<file path="src/rtl/pmtis_defines.svh">
`ifndef PMTIS_DEFINES_SVH
`define PMTIS_DEFINES_SVH

// configuration register indices
`define PMTIS_IDX_TRAP_EN 8'h82
`define PMTIS_IDX_TMR_EN 8'h83
`define PMTIS_IDX_MISC_ST 8'h84
`define PMTIS_IDX_IDLE_ST 8'h85
`define PMTIS_IDX_TRAP_ST 8'h86
`define PMTIS_IDX_MISC_CLR 8'hF4
`define PMTIS_IDX_IDLE_CLR 8'hF5
`define PMTIS_IDX_TRAP_CLR 8'hF6
`define PMTIS_RST_BYTE 8'h00

// trap enable fields, trap status shares these positions; bits 4 and 5 are status only, their enables sit in the timer enable register
`define PMTIS_B_PRI_DISK 0
`define PMTIS_B_FLOPPY 1
`define PMTIS_B_PAR_SER 2
`define PMTIS_B_KBD 3
`define PMTIS_B_SEC_IDLE 4
`define PMTIS_B_SEC_TRAP 5
`define PMTIS_B_VIDEO 7

// timer enable fields
`define PMTIS_T_GPT1 0
`define PMTIS_T_GPT2 1
`define PMTIS_T_RETRACE 2
`define PMTIS_T_VGA 3
`define PMTIS_T_GAME 4
`define PMTIS_T_ACPI 5
`define PMTIS_T_SEC_TRAP 6
`define PMTIS_T_SEC_IDLE 7

// misc status fields
`define PMTIS_M_GAME 4
`define PMTIS_M_RSVD_MASK 8'hE0
`define PMTIS_TRAP_RSVD_MASK 8'h40

// serial select codes that drop a serial range from the trap
`define PMTIS_SER_DROP_ONE 2'b10
`define PMTIS_SER_DROP_TWO 2'b11

// timer timebase
`define PMTIS_CLK_NS 8
`define PMTIS_TICK_NS 1000
`define PMTIS_TICK_CYC ((`PMTIS_TICK_NS) / (`PMTIS_CLK_NS))

`endif

</file>
<file path="src/rtl/pmtis_pkg.sv">
package pmtis_pkg;

    // state of the top module
    typedef struct packed {
        logic [7:0] trap_en;
        logic [7:0] tmr_en;
        logic [7:0] misc_st;
        logic [7:0] idle_st;
        logic [7:0] trap_st;
        logic acpi_prev;
        logic retr_prev;
        logic acpi_st;
        logic retr_st;
        logic vga_st;
        logic [1:0] gpt_st;
        logic [6:0] tick_cnt;
        logic tick;
        logic [7:0] rdata;
        logic smi;
        logic top0;
        logic top9;
    } pmtis_top_s;

    // state of one down counter
    typedef struct packed {
        logic en_prev;
        logic live;
        logic [7:0] cnt;
        logic expire;
    } pmtis_timer_s;

    // state of the pin synchroniser
    typedef struct packed {
        logic [3:0] f1;
        logic [3:0] f2;
        logic [3:0] f3;
        logic [3:0] stab;
        logic [3:0] chg;
    } pmtis_sync_s;

endpackage : pmtis_pkg

</file>
<file path="src/rtl/pmtis_top.sv">
// What this block does
// - Parallel/serial trap enabled: system_mgmt_interrupt on printer and serial three/four ranges.
// - Serial select 10 drops serial one range, 11 drops serial two.
// - Floppy trap enabled: trap primary and secondary floppy port addresses.
// - Primary disk trap enabled: trap ranges picked by primary select bit.
// - Secondary disk idle timer loads, reloads on disk access, signals expiry.
// - Secondary disk trap enabled: trap secondary ranges, set status bit 5.
// - Power timer enable: interrupt on each toggle of timer top bit.
// - Game port enable: interrupt on reads of 200h/201h, status bit 4.
// - Display timer counts down, top bit 6 only, ignores global enable.
// - Retrace enable: interrupt on retrace indication, top bit 5 only.
// - General timer two runs, reload on pin seven, top 9, second 1.
// - General timer one reloads on selected events, expiry at second bit 0.
// - Trap, idle, pin, game and power timer causes show in top bit 0.
// - Trap mirror: disk 0, floppy 1, parallel 2, secondary 5, video 7.
// - Mirror read keeps status; counterpart read returns same and clears.
// - Pin status bits 3..0 for pins seven, five, four, three; 7:5 reserved.
// - Pin sets status only when selected general, input and enabled.
// - Idle mirror flags each device timer expiry at its bit.
// - Device traps act only while global trap enable is set.
`timescale 1ns/1ps
`include "pmtis_defines.svh"
module pmtis_top (
    // clock and reset
    input wire logic i_clk,
    input wire logic i_rst_b,
    // configuration access
    input wire logic i_cfg_rd,
    input wire logic i_cfg_wr,
    input wire logic [7:0] i_cfg_addr,
    input wire logic [7:0] i_cfg_wdata,
    output logic [7:0] o_cfg_rdata,
    // observed io cycles
    input wire logic i_io_valid,
    input wire logic i_io_write,
    input wire logic [15:0] i_io_addr,
    // configuration held elsewhere
    input wire logic i_pm_enable,
    input wire logic i_global_trap_en,
    input wire logic [1:0] i_serial_sel,
    input wire logic i_pri_disk_sel,
    input wire logic i_sec_disk_sel,
    input wire logic [7:0] i_sec_idle_count,
    input wire logic [7:0] i_vga_count,
    input wire logic [7:0] i_gpt1_count,
    input wire logic [7:0] i_gpt2_count,
    input wire logic [6:0] i_gpt1_event_en,
    input wire logic i_gpt2_pin_reload,
    // events from other logic
    input wire logic [6:0] i_gpt1_events,
    input wire logic i_video_access,
    input wire logic i_retrace,
    input wire logic i_acpi_msb,
    input wire logic [7:0] i_idle_expire,
    // general pins and their setup, index 3..0 = seven, five, four, three
    input wire logic i_gen_pin_seven,
    input wire logic i_gen_pin_five,
    input wire logic i_gen_pin_four,
    input wire logic i_gen_pin_three,
    input wire logic [3:0] i_gpio_is_gpio,
    input wire logic [3:0] i_gpio_is_input,
    input wire logic [3:0] i_gpio_smi_en,
    // top-level reporting
    input wire logic i_top_ack,
    output logic o_smi,
    output logic o_top_bit0,
    output logic o_top_bit5,
    output logic o_top_bit6,
    output logic o_top_bit9,
    output logic [1:0] o_gpt_status
);
    pmtis_pkg::pmtis_top_s st_r;
    pmtis_pkg::pmtis_top_s st_nxt;
    logic [3:0] pin_level;
    logic [3:0] pin_change;
    logic sec_idle_exp;
    logic vga_exp;
    logic gpt1_exp;
    logic gpt2_exp;
    logic sec_hit;
    logic gpt1_reload;
    logic gpt2_reload;

    // inclusive io range test
    function automatic logic in_rng(input logic [15:0] a, input logic [15:0] lo,
                                    input logic [15:0] hi);
        in_rng = (a >= lo) && (a <= hi);
    endfunction : in_rng

    // disk range test; select adds the control block pair
    function automatic logic disk_hit(input logic [15:0] a, input logic [15:0] cmd,
                                      input logic [15:0] ctl, input logic sel);
        disk_hit = in_rng(a, cmd, cmd + 16'h0007) || (sel && in_rng(a, ctl, ctl + 16'h0001));
    endfunction : disk_hit

    // pins pass three flops before use
    pmtis_sync u_sync (
        .i_clk(i_clk),
        .i_rst_b(i_rst_b),
        .i_pin({i_gen_pin_seven, i_gen_pin_five, i_gen_pin_four, i_gen_pin_three}),
        .o_level(pin_level),
        .o_change(pin_change)
    );

    // timer reload sources
    assign sec_hit = i_io_valid && disk_hit(i_io_addr, 16'h0170, 16'h0376, i_sec_disk_sel);
    assign gpt1_reload = |(i_gpt1_events & i_gpt1_event_en);
    assign gpt2_reload = i_gpt2_pin_reload && pin_change[3] && pin_level[3];

    // secondary disk idle timer
    pmtis_timer u_sec_idle (
        .i_clk(i_clk),
        .i_rst_b(i_rst_b),
        .i_en(st_r.tmr_en[`PMTIS_T_SEC_IDLE]),
        .i_reload(sec_hit),
        .i_tick(st_r.tick),
        .i_load(i_sec_idle_count),
        .o_expire(sec_idle_exp)
    );

    // display timer; a new count needs an enable low-high cycle by software
    pmtis_timer u_vga (
        .i_clk(i_clk),
        .i_rst_b(i_rst_b),
        .i_en(st_r.tmr_en[`PMTIS_T_VGA]),
        .i_reload(1'b0),
        .i_tick(st_r.tick),
        .i_load(i_vga_count),
        .o_expire(vga_exp)
    );

    // general timer one
    pmtis_timer u_gpt1 (
        .i_clk(i_clk),
        .i_rst_b(i_rst_b),
        .i_en(st_r.tmr_en[`PMTIS_T_GPT1]),
        .i_reload(gpt1_reload),
        .i_tick(st_r.tick),
        .i_load(i_gpt1_count),
        .o_expire(gpt1_exp)
    );

    // general timer two
    pmtis_timer u_gpt2 (
        .i_clk(i_clk),
        .i_rst_b(i_rst_b),
        .i_en(st_r.tmr_en[`PMTIS_T_GPT2]),
        .i_reload(gpt2_reload),
        .i_tick(st_r.tick),
        .i_load(i_gpt2_count),
        .o_expire(gpt2_exp)
    );

    // traps, status capture, register access and interrupt output
    always_comb
    begin
        logic [15:0] a;
        logic acc;
        logic trap_go;
        logic [7:0] trap_set;
        logic [7:0] misc_set;
        logic [7:0] idle_set;
        logic ser_hit;
        logic [3:0] pin_ok;
        a = i_io_addr;
        acc = i_io_valid;
        trap_go = acc && i_global_trap_en;
        trap_set = 8'h00;
        misc_set = 8'h00;
        idle_set = 8'h00;
        ser_hit = 1'b0;
        pin_ok = 4'h0;
        st_nxt = st_r;
        // printer and serial ranges, serial one/two droppable by select
        ser_hit = in_rng(a, 16'h0378, 16'h037F) || in_rng(a, 16'h0778, 16'h077A)
            || in_rng(a, 16'h0278, 16'h027F) || in_rng(a, 16'h0678, 16'h067A)
            || in_rng(a, 16'h03E8, 16'h03EF) || in_rng(a, 16'h02E8, 16'h02EF);
        if (in_rng(a, 16'h03F8, 16'h03FF) && (i_serial_sel != `PMTIS_SER_DROP_ONE))
            ser_hit = 1'b1;
        if (in_rng(a, 16'h02F8, 16'h02FF) && (i_serial_sel != `PMTIS_SER_DROP_TWO))
            ser_hit = 1'b1;
        trap_set[`PMTIS_B_PAR_SER] = trap_go && st_r.trap_en[`PMTIS_B_PAR_SER] && ser_hit;
        trap_set[`PMTIS_B_FLOPPY] = trap_go && st_r.trap_en[`PMTIS_B_FLOPPY]
            && ((a == 16'h03F2) || (a == 16'h03F4) || (a == 16'h03F5) || (a == 16'h03F7)
            || (a == 16'h0372) || (a == 16'h0373) || (a == 16'h0375)
            || (a == 16'h0377));
        trap_set[`PMTIS_B_PRI_DISK] = trap_go && st_r.trap_en[`PMTIS_B_PRI_DISK]
            && disk_hit(a, 16'h01F0, 16'h03F6, i_pri_disk_sel);
        trap_set[`PMTIS_B_KBD] = trap_go && st_r.trap_en[`PMTIS_B_KBD]
            && ((a == 16'h0060) || (a == 16'h0064));
        trap_set[`PMTIS_B_SEC_TRAP] = trap_go && st_r.tmr_en[`PMTIS_T_SEC_TRAP]
            && disk_hit(a, 16'h0170, 16'h0376, i_sec_disk_sel);
        trap_set[`PMTIS_B_VIDEO] = i_global_trap_en && i_video_access
            && st_r.trap_en[`PMTIS_B_VIDEO];
        trap_set[`PMTIS_B_SEC_IDLE] = sec_idle_exp;
        // pins count only when general, input and enabled
        pin_ok = i_gpio_is_gpio & i_gpio_is_input & i_gpio_smi_en;
        misc_set[3:0] = pin_change & pin_ok;
        misc_set[`PMTIS_M_GAME] = acc && !i_io_write && st_r.tmr_en[`PMTIS_T_GAME]
            && in_rng(a, 16'h0200, 16'h0201);
        idle_set = i_idle_expire;
        // global power management enable blocks trap, misc and idle status events
        if (!i_pm_enable)
        begin
            trap_set = 8'h00;
            misc_set = 8'h00;
            idle_set = 8'h00;
        end
        // register writes
        if (i_cfg_wr && (i_cfg_addr == `PMTIS_IDX_TRAP_EN))
            st_nxt.trap_en = i_cfg_wdata;
        if (i_cfg_wr && (i_cfg_addr == `PMTIS_IDX_TMR_EN))
            st_nxt.tmr_en = i_cfg_wdata;
        // read data: mirror and counterpart return the same byte
        case (i_cfg_addr)
            `PMTIS_IDX_TRAP_EN: st_nxt.rdata = st_r.trap_en;
            `PMTIS_IDX_TMR_EN: st_nxt.rdata = st_r.tmr_en;
            `PMTIS_IDX_MISC_ST, `PMTIS_IDX_MISC_CLR: st_nxt.rdata = st_r.misc_st;
            `PMTIS_IDX_IDLE_ST, `PMTIS_IDX_IDLE_CLR: st_nxt.rdata = st_r.idle_st;
            `PMTIS_IDX_TRAP_ST, `PMTIS_IDX_TRAP_CLR: st_nxt.rdata = st_r.trap_st;
            default: st_nxt.rdata = `PMTIS_RST_BYTE;
        endcase
        if (!i_cfg_rd)
            st_nxt.rdata = st_r.rdata;
        // sticky status; the counterpart read clears, a same-cycle event wins
        if (i_cfg_rd && (i_cfg_addr == `PMTIS_IDX_MISC_CLR))
            st_nxt.misc_st = 8'h00;
        if (i_cfg_rd && (i_cfg_addr == `PMTIS_IDX_IDLE_CLR))
            st_nxt.idle_st = 8'h00;
        if (i_cfg_rd && (i_cfg_addr == `PMTIS_IDX_TRAP_CLR))
            st_nxt.trap_st = 8'h00;
        st_nxt.misc_st = (st_nxt.misc_st | misc_set) & ~`PMTIS_M_RSVD_MASK;
        st_nxt.idle_st = st_nxt.idle_st | idle_set;
        st_nxt.trap_st = (st_nxt.trap_st | trap_set) & ~`PMTIS_TRAP_RSVD_MASK;
        // top-level only causes, cleared together by the handler ack
        st_nxt.acpi_prev = i_acpi_msb;
        st_nxt.retr_prev = i_retrace;
        if (i_top_ack)
        begin
            st_nxt.acpi_st = 1'b0;
            st_nxt.retr_st = 1'b0;
            st_nxt.vga_st = 1'b0;
            st_nxt.gpt_st = 2'b00;
        end
        if (i_pm_enable && st_r.tmr_en[`PMTIS_T_ACPI] && (i_acpi_msb != st_r.acpi_prev))
            st_nxt.acpi_st = 1'b1;
        if (st_r.tmr_en[`PMTIS_T_RETRACE] && i_retrace && !st_r.retr_prev)
            st_nxt.retr_st = 1'b1;
        if (vga_exp)
            st_nxt.vga_st = 1'b1;
        if (gpt1_exp)
            st_nxt.gpt_st[0] = 1'b1;
        if (gpt2_exp)
            st_nxt.gpt_st[1] = 1'b1;
        // timebase divider for the timers
        st_nxt.tick = (st_r.tick_cnt == 7'h00);
        st_nxt.tick_cnt = st_nxt.tick ? 7'((`PMTIS_TICK_CYC) - 1) : st_r.tick_cnt - 7'h01;
        // outputs: top0 and smi one cycle behind the status flops, top9 in step with gpt_st
        st_nxt.top0 = (|st_r.trap_st) || (|st_r.idle_st) || (|st_r.misc_st)
            || st_r.acpi_st;
        st_nxt.smi = st_nxt.top0 || st_r.retr_st || st_r.vga_st || (|st_r.gpt_st);
        st_nxt.top9 = |st_nxt.gpt_st;
    end

    // state register
    always_ff @(posedge i_clk or negedge i_rst_b)
    begin
        if (!i_rst_b)
        begin
            st_r <= '0;
        end
        else
        begin
            st_r <= st_nxt;
        end
    end

    // outputs straight from flops
    assign o_cfg_rdata = st_r.rdata;
    assign o_smi = st_r.smi;
    assign o_top_bit0 = st_r.top0;
    assign o_top_bit5 = st_r.retr_st;
    assign o_top_bit6 = st_r.vga_st;
    assign o_top_bit9 = st_r.top9;
    assign o_gpt_status = st_r.gpt_st;
endmodule : pmtis_top

</file>
<file path="src/rtl/pmtis_timer.sv">
`timescale 1ns/1ps
// 8-bit down counter: loads on enable, reloads on request, pulses on expiry
module pmtis_timer (
    // clock and reset
    input wire logic i_clk,
    input wire logic i_rst_b,
    // control
    input wire logic i_en,
    input wire logic i_reload,
    input wire logic i_tick,
    input wire logic [7:0] i_load,
    // event
    output logic o_expire
);
    pmtis_pkg::pmtis_timer_s st_r;
    pmtis_pkg::pmtis_timer_s st_nxt;

    // stop at zero after expiry so one idle period gives one event
    always_comb
    begin
        st_nxt = st_r;
        st_nxt.expire = 1'b0;
        st_nxt.en_prev = i_en;
        if (!i_en)
        begin
            st_nxt.live = 1'b0;
        end
        else if (!st_r.en_prev || i_reload)
        begin
            st_nxt.cnt = i_load;
            st_nxt.live = 1'b1;
        end
        else if (st_r.live && i_tick)
        begin
            if (st_r.cnt <= 8'h01)
            begin
                st_nxt.cnt = 8'h00;
                st_nxt.live = 1'b0;
                st_nxt.expire = 1'b1;
            end
            else
            begin
                st_nxt.cnt = st_r.cnt - 8'h01;
            end
        end
    end

    // state register
    always_ff @(posedge i_clk or negedge i_rst_b)
    begin
        if (!i_rst_b)
        begin
            st_r <= '0;
        end
        else
        begin
            st_r <= st_nxt;
        end
    end

    assign o_expire = st_r.expire;
endmodule : pmtis_timer

</file>
<file path="src/rtl/pmtis_sync.sv">
`timescale 1ns/1ps
// three-stage synchroniser for the four general pins with change pulse
module pmtis_sync (
    // clock and reset
    input wire logic i_clk,
    input wire logic i_rst_b,
    // pins
    input wire logic [3:0] i_pin,
    // synchronised view
    output logic [3:0] o_level,
    output logic [3:0] o_change
);
    pmtis_pkg::pmtis_sync_s st_r;
    pmtis_pkg::pmtis_sync_s st_nxt;

    // f1 feeds only f2; a change counts once f2 and f3 agree
    always_comb
    begin
        st_nxt = st_r;
        st_nxt.f1 = i_pin;
        st_nxt.f2 = st_r.f1;
        st_nxt.f3 = st_r.f2;
        st_nxt.stab = (st_r.f2 & st_r.f3) | (st_r.stab & (st_r.f2 ^ st_r.f3));
        st_nxt.chg = st_nxt.stab ^ st_r.stab;
    end

    // state register
    always_ff @(posedge i_clk or negedge i_rst_b)
    begin
        if (!i_rst_b)
        begin
            st_r <= '0;
        end
        else
        begin
            st_r <= st_nxt;
        end
    end

    assign o_level = st_r.stab;
    assign o_change = st_r.chg;
endmodule : pmtis_sync

</file>
<file path="config.mk">
export PLATFORM = sky130hd
export DESIGN_NAME = pmtis_top
export DESIGN_NICKNAME = d
export VERILOG_FILES = /design/src/rtl/pmtis_pkg.sv /design/src/rtl/pmtis_top.sv /design/src/rtl/pmtis_timer.sv /design/src/rtl/pmtis_sync.sv
export VERILOG_INCLUDE_DIRS = /design/src /design/src/rtl
export SDC_FILE = /design/constraint.sdc
export NUM_CORES = 1
export LEC_CHECK = 0
export BUFFER_PORTS_ARGS = -buffer_cell sky130_fd_sc_hd__buf_4
export CORE_MARGIN = 10
export CORE_UTILIZATION = 55
export DETAILED_ROUTE_END_ITERATION = 7
export HOLD_SLACK_MARGIN = 0.02
export PLACE_DENSITY_LB_ADDON = 0.3
export SYNTH_ARGS = -nofsm -noshare
export SYNTH_HDL_FRONTEND = slang
export SYNTH_SLANG_ARGS = --single-unit
</file>
<file path="constraint.sdc">
create_clock -name i_clk -period 2.2 [get_ports i_clk]
set_input_delay 0.33 -clock i_clk [delete_from_list [all_inputs] [get_ports i_clk]]
set_output_delay 0.33 -clock i_clk [all_outputs]
set_load 0.03 [all_outputs]
</file>
* Yosys cells after proc, flatten, opt, wreduce, memory -nomap -nowiden
Cells that the tools add are included.
** Cells by class
- Reductions and logical operators :: 102
- Equal/unequal tests :: 30
- Multiplexer cells :: 48
- Magnitude comparators :: 30
- Add/subtract/negate cells :: 5
- Bitwise gates (word level) :: 12
** Operators with widths (count)
- greater-or-equal comparator 16 x 10 -> 1 bit, second input constant :: 9
- less-or-equal comparator 16 x 10 -> 1 bit, second input constant :: 9
- == test 16 x 10 -> 1 bit, second input constant :: 8
- == test 8 bit, second input constant :: 8
- two-way mux 8 bit :: 8
- logical AND 1 bit :: 49
- two-way mux 10 bit :: 4
- case mux 8 bit (5 select lines) :: 1
- two-way mux 9 bit :: 4
- == test 16 x 7 -> 1 bit, second input constant :: 2
- greater-or-equal comparator 16 x 11 -> 1 bit, second input constant :: 2
- greater-or-equal comparator 16 x 9 -> 1 bit, second input constant :: 2
- less-or-equal comparator 16 x 11 -> 1 bit, second input constant :: 2
- less-or-equal comparator 16 x 9 -> 1 bit, second input constant :: 2
- less-or-equal comparator 8 x 1 -> 1 bit, second input constant :: 4
- subtractor 8 x 1 -> 8 bit, second input constant :: 4
- two-way mux 1 bit :: 27
- logical OR 1 bit :: 24
- AND 4 bit :: 5
- inequality test 3 x 1 -> 1 bit, second input constant :: 6
- bitwise OR 8 bit :: 2
- AND reduction 2 bit :: 8
- two-way mux 5 bit :: 3
- OR reduction 7 bit :: 2
- 15 further kinds :: 32
** Storage, ports and cells
- Bits in registers :: 126
- Input port bits :: 119
- Word-level logic and storage cells :: 265
- Output and inout port bits :: 15

* Depth between registers and ports, before layout
- Depth after elaboration :: 12
- Mapped depth :: 9
- Depth with buffers taken out :: 8

* By module
Synthesis repeated with hierarchy kept, for this count alone.
** Unflattened totals
- Cell total of the unflattened synthesis :: 622
- Area total of the unflattened synthesis :: 6481.2 um^2
** By module, submodules not included
- pmtis_top :: times used 1, seq. area each 1551.5 um^2, area an instance 3121.7 um^2, cells each 294
- pmtis_timer :: times used 4, seq. area each 275.3 um^2, area an instance 660.6 um^2, cells each 71
- pmtis_sync :: times used 1, seq. area each 500.5 um^2, area an instance 716.9 um^2, cells each 44

* Worst setup path after synthesis
OpenSTA, ideal clock, no wires.
- Kind :: flip-flop to flip-flop
- Start :: register u_gpt2.st_r[6] in the netlist's numbering
- End :: register u_gpt2.st_r[1] in the netlist's numbering
- Setup time :: 0.130 ns
- Clock period less this slack :: 1.971 ns
- Arrival :: 1.841 ns
- Stages on the path, launching flop included :: 8
- Required time :: 2.070 ns
- Path slack :: 0.229 ns
- Buffers on the path :: 1
- Cells stage by stage :: dfrtp_1 -> or3_1 -> or4b_1 -> nand3_2 -> buf_2 -> nor2_1 -> a211oi_1 -> a21oi_1
** Between the ends
- Word-level cells in the longest chain between the ends :: 4
** RTL lines
- from (decl) :: RTL line pmtis_timer.sv:15 : pmtis_pkg::pmtis_timer_s st_r;
- from (signal assigned) :: RTL line pmtis_timer.sv:57 : st_r <= st_nxt;
- less-or-equal comparator 8 x 1 -> 1 bit :: RTL line pmtis_timer.sv:35 : if (st_r.cnt <= 8'h01)
- two-way mux 8 bit :: RTL line pmtis_timer.sv:35
- two-way mux 10 bit :: RTL line pmtis_timer.sv:33 : else if (st_r.live && i_tick)
- two-way mux 9 bit :: RTL line pmtis_timer.sv:28 : else if (!st_r.en_prev || i_reload)
No other way between the ends. The select of a mux whose other input is x is not followed.
A chain may end at the register's enable or synchronous reset.

* Worst setup path in the final report
- Start :: register u_gpt1.st_r[4] in the netlist's numbering
- End :: register u_gpt1.st_r[7] in the netlist's numbering
** Between the ends
- Word-level cells in the longest chain between the ends :: 4
- Elaborated cells between the ends (all ways) :: 5
- Those cells by class :: add/sub: 1; order compare: 1; mux: 3
** RTL lines (RTL line)
- from (decl) :: pmtis_timer.sv:15
- from (signal assigned) :: pmtis_timer.sv:57
- subtractor 8 x 1 -> 8 bit / less-or-equal comparator 8 x 1 -> 1 bit (equally long branches) :: pmtis_timer.sv:43, pmtis_timer.sv:35
- two-way mux 8 bit * :: pmtis_timer.sv:35
- two-way mux 10 bit * :: pmtis_timer.sv:33
- two-way mux 9 bit * :: pmtis_timer.sv:28
Every way passes the cells marked *; elsewhere a longest branch is shown, timed or not. The select of a mux whose other input is x is not followed.

==> key figures <==
STA
  – RSZ-0062 raised after global routing: no
  – Fin. max-slew vios: 0
  – Min cycle time layout: about 2.1 ns
  – Worst Tran Pin Value: 0.5554 ns
  – Finish-stage setup viols: 0
  – Clock skew: 0.007238 ns
  – Max_slew headroom: 62.98%
  – Tcrit/Tclk final: about 95%
  – Final-report hold violation count: 0
  – Max Clock Freq: 0.4798 GHz
  – Post-Route Setup TNS: 0 ns

Clocking
  – Sink Count: approximately 130
  – H-tree depth: 4
  – Number of buffers created by CTS: 17
  – TritonCTS clock tree: done
  – Post-CTS Setup Bufs: 0
  – Clock buffer depth: 2
  – Worst-path clk slew: 0.06 ns
  – Worst-Skew Late Latency: 0.52 ns
  – Root buf cell: clkbuf_8

Setup path
  – Type of the worst setup path: flip-flop to flip-flop
  – Worst path slowest cell: or4_1
  – Required time worst endpoint: roughly 2.6 ns
  – Crit end category: flip-flop
  – Max incr delay on CP: just under 0.6 ns
  – CP Max Fanout: 7
  – Cell Chain, Critical Path: or4_1, nor4_2, or3_1, buf_4, o21ai_0, a22o_1
  – CP arrival: around 2.5 ns
  – Worst Setup Start Kind: flip-flop
  – R2r setup slk: 0.12 ns

Drt
  – Wire length per cell: approximately 18 µm
  – 1st-iter DRT viols: between 500 and 600
  – Via Count: between 5,000 and 6,000
  – WL final: 16,990 µm
  – Router iterations before antenna repair: 5
  – # DRC: 0
  – Via/cell ratio: 5.930
  – Antenna Nets Post-Route: 0

Floorplanning
  – FP Rows: 38
  – Chip Width: about 130 µm
  – Top Ports: 134
  – Core footprint: about 11,000 µm²
  – Initial Util: 56.49%
  – Die span in y: around 130 µm
  – Area of the die: 15,810 µm²

GRT
  – Total gr overflow: 0
  – Vias in the first global route: 5,457
  – Initial antenna violation count: 0
  – GR Util All Layers: a little over a fifth
  – Met1 Usage GRT: 25.93%
  – First-pass GRT wire length: about 28,000 µm
  – Met2 Use GR: between 30% and 40%
  – Largest net degree at the start of global routing: 43
  – Gr busiest metal: met2
  – Met3 Use GR: under 10%

Power
  – Leak: between 3 and 4 nW
  – Clk network pwr share: between 30% and 40%
  – Int Power: just over 0.005 W
  – VDD IR max: 0.0005552 V
  – Switching part of the total: roughly 28%
  – Comb pwr share: 17.7%
  – PwrDens: 874.9 nW/µm²
  – Register share of total power: 43.1%
  – Switching power: about 0.002 W

Synthesis
  – Number of flops mapped to enable cells by yosys: 0
  – Seq cells post-synth: 126
  – Cells after Synth: between 600 and 700
  – Seq/Total Area, Yosys: ~51%
  – Syn Std Cell Area: between 6000 and 7000 µm²
  – Syn nets: 758
  – FFs w/ async S/R, synth: 100.0%
  – Syn_area_per_cell: 9.826 µm²
  – Leading register cell type out of synthesis: dfrtp_1
  – Synthesis Warnings: 0
  – Unique masters post-synth: 55

Layout
  – Number of diodes: 0
  – Final non-filler cell total: 926
  – # fillers: 808
  – Area grow syn2layout: 29.86%
  – Nets: 907
  – Share of layout cells above drive strength 1: 25.95%
  – Multi-input gate area: 2755 µm²
  – Register area: ~3200 µm²

Placement
  – I/O Buffers: roughly 130
  – Placed cell count: roughly 900
  – DP HPWL: roughly 13,000 µm
  – Placer Congestion: 0.9204

Hold path
  – HP Class: primary input to flip-flop

Run status
  – Status: finished clean

Run
  – Max_cap viols: 0
## path summary, 6_finish.rpt
path | start | to | cells after the start
min in group asynchronous | i_rst_b | u_sync.st_nxt[12] | 2
hold reg to reg | u_sync.st_nxt[15] | u_sync.st_nxt[11] | 0
hold / removal | i_sec_idle_count[4] | u_sec_idle.st_r[5] | 2
max in group asynchronous | i_rst_b | o_cfg_rdata[0] | 3
setup reg to reg | u_gpt1.st_r[4] | u_gpt1.st_r[7] | 6
setup / recovery | u_gpt1.st_r[4] | u_gpt1.st_r[7] | 6
## final cells by class
cell class,instances,share of cell area (%)
Tap cell,140,2.193
Clock buffer,25,6.313
Timing Repair Buffer,159,15.51
Sequential cell,126,39.47
Inverter,22,1.034
Multi-Input combinational cell,449,34.49
Clock inverter,5,0.9868
## stage by stage
step,util (%),power [W],hold slack (ns),area [µm²],setup WS (ns)
final,73.36,0.006989,0.04314,7988,0.1157
after global placement,67.16,0.004166,0.3383,7312,0.06342
after CTS,73.25,0.007001,0.02401,7975,0.09535
after floorplan,-,0.003711,0.03441,6151,0.2291
after detailed placement,67.16,0.004236,0.3357,7312,0.02246
after global routing,73.36,0.007323,0.03042,7988,0.03657
## power by group through the flow
stage | logic, W | clock network (W) | registers, W
6_report | 0.00124 | 0.00274 | 0.00301
5_1_grt | 0.00138 | 0.00288 | 0.00306
4_1_cts | 0.00123 | 0.00277 | 0.00300
3_5_place_dp | 0.00121 | 0 | 0.00303
3_3_place_gp | 0.00115 | 0 | 0.00301
2_1_floorplan | 0.000786 | 0 | 0.00293
## logic make-up after synthesis
logic type	count (synthesis)	synth area share, %
multiplexers	26	4.638
buffers and inverters	51	4.150
XOR/XNOR	6	0.8543
AND/OR/NAND/NOR	239	19.02
AO/OA/AOI/OAI	165	17.43
adder cells (fa/ha/maj)	13	2.644
flip-flops	126	51.26
## timing repair
item / CTS / global route
hold buffers: 8 / 0
hold endpoints to repair: 46 / 0
gates resized for setup: 0 / 2
setup endpoints to repair: 0 / 2
## placed cells by master, fill, tap and decap left out, drive strengths merged, types with 3 or more instances in the layout
cell type | synthesis | routed
nor4 | 15 | 15
inv | 22 | 22
clkinv | 0 | 3
clkbuf | 12 | 25
xor2 | 4 | 4
o21ai | 61 | 61
a2bb2oi | 4 | 4
nor3b | 3 | 3
nand2b | 5 | 5
a31oi | 10 | 10
and2 | 5 | 5
a21oi | 25 | 25
a21o | 9 | 9
o22ai | 3 | 3
or3 | 7 | 7
mux2i | 6 | 6
a22o | 19 | 19
nand2 | 68 | 68
nor2 | 57 | 57
dfrtp | 126 | 126
buf | 17 | 151
or4 | 6 | 6
a22oi | 12 | 12
ha | 13 | 13
dlygate4sd3 | 0 | 8
a211oi | 4 | 4
mux2 | 20 | 20
nor3 | 22 | 22
and3 | 10 | 10
a32o | 5 | 5
nor2b | 6 | 6
nand4 | 10 | 10
nand3 | 19 | 19
## synth_stat cells, types with 2 or more instances
master | n | area share (%)
dfrtp_1 | 126 | 51
nand2_1 | 68 | 4.1
nor2_1 | 56 | 3.4
o21ai_0 | 56 | 4.6
a21oi_1 | 25 | 2.0
inv_1 | 22 | 1.3
nor3_1 | 22 | 1.8
mux2_2 | 20 | 3.7
a22o_1 | 19 | 2.7
nand3_1 | 18 | 1.5
nor4_1 | 14 | 1.4
ha_1 | 13 | 2.6
a22oi_1 | 12 | 1.5
buf_4 | 12 | 1.5
clkbuf_1 | 12 | 0.73
a31oi_1 | 10 | 1.0
and3_1 | 10 | 1.0
nand4_1 | 10 | 1.0
a21o_1 | 9 | 1.1
or3_1 | 7 | 0.71
mux2i_1 | 6 | 0.98
nor2b_1 | 6 | 0.61
or4_1 | 6 | 0.73
a32o_1 | 5 | 0.81
and2_1 | 5 | 0.51
nand2b_1 | 5 | 0.51
a211oi_1 | 4 | 0.49
a2bb2oi_1 | 4 | 0.57
o21ai_1 | 4 | 0.33
xor2_1 | 4 | 0.57
buf_2 | 3 | 0.24
nor3b_1 | 3 | 0.37
o22ai_1 | 3 | 0.31
a221o_1 | 2 | 0.33
buf_6 | 2 | 0.37
o31ai_1 | 2 | 0.24
or4b_1 | 2 | 0.33
xnor2_1 | 2 | 0.28
## state kept, by name, indices dropped and copies added (netlist names), 2 cells and up
name,cells
st_r,47
u_gpt1.st_r,10
u_gpt2.st_r,10
u_sec_idle.st_r,10
u_vga.st_r,10
o_cfg_rdata,8
u_sync.st_nxt,8
u_sync.o_change,4
u_sync.o_level,4
u_sync.st_r,4
o_gpt_status,2
## metal layers
metal	wire length [µm]	vias up
li1	-	2582
met1	7112	2653
met2	8623	238
met3	1028	18
met4	225	0
met5	0	-
## critical path: cells and delay by family, from the launching register on
family / cells / cell delay (ns)
AO/OA/AOI/OAI: 2 / 0.29
flip-flops: 1 / 0.45
buffers and inverters: 1 / 0.15
AND/OR/NAND/NOR: 3 / 1.09
(Power assumes the default switching activity.)
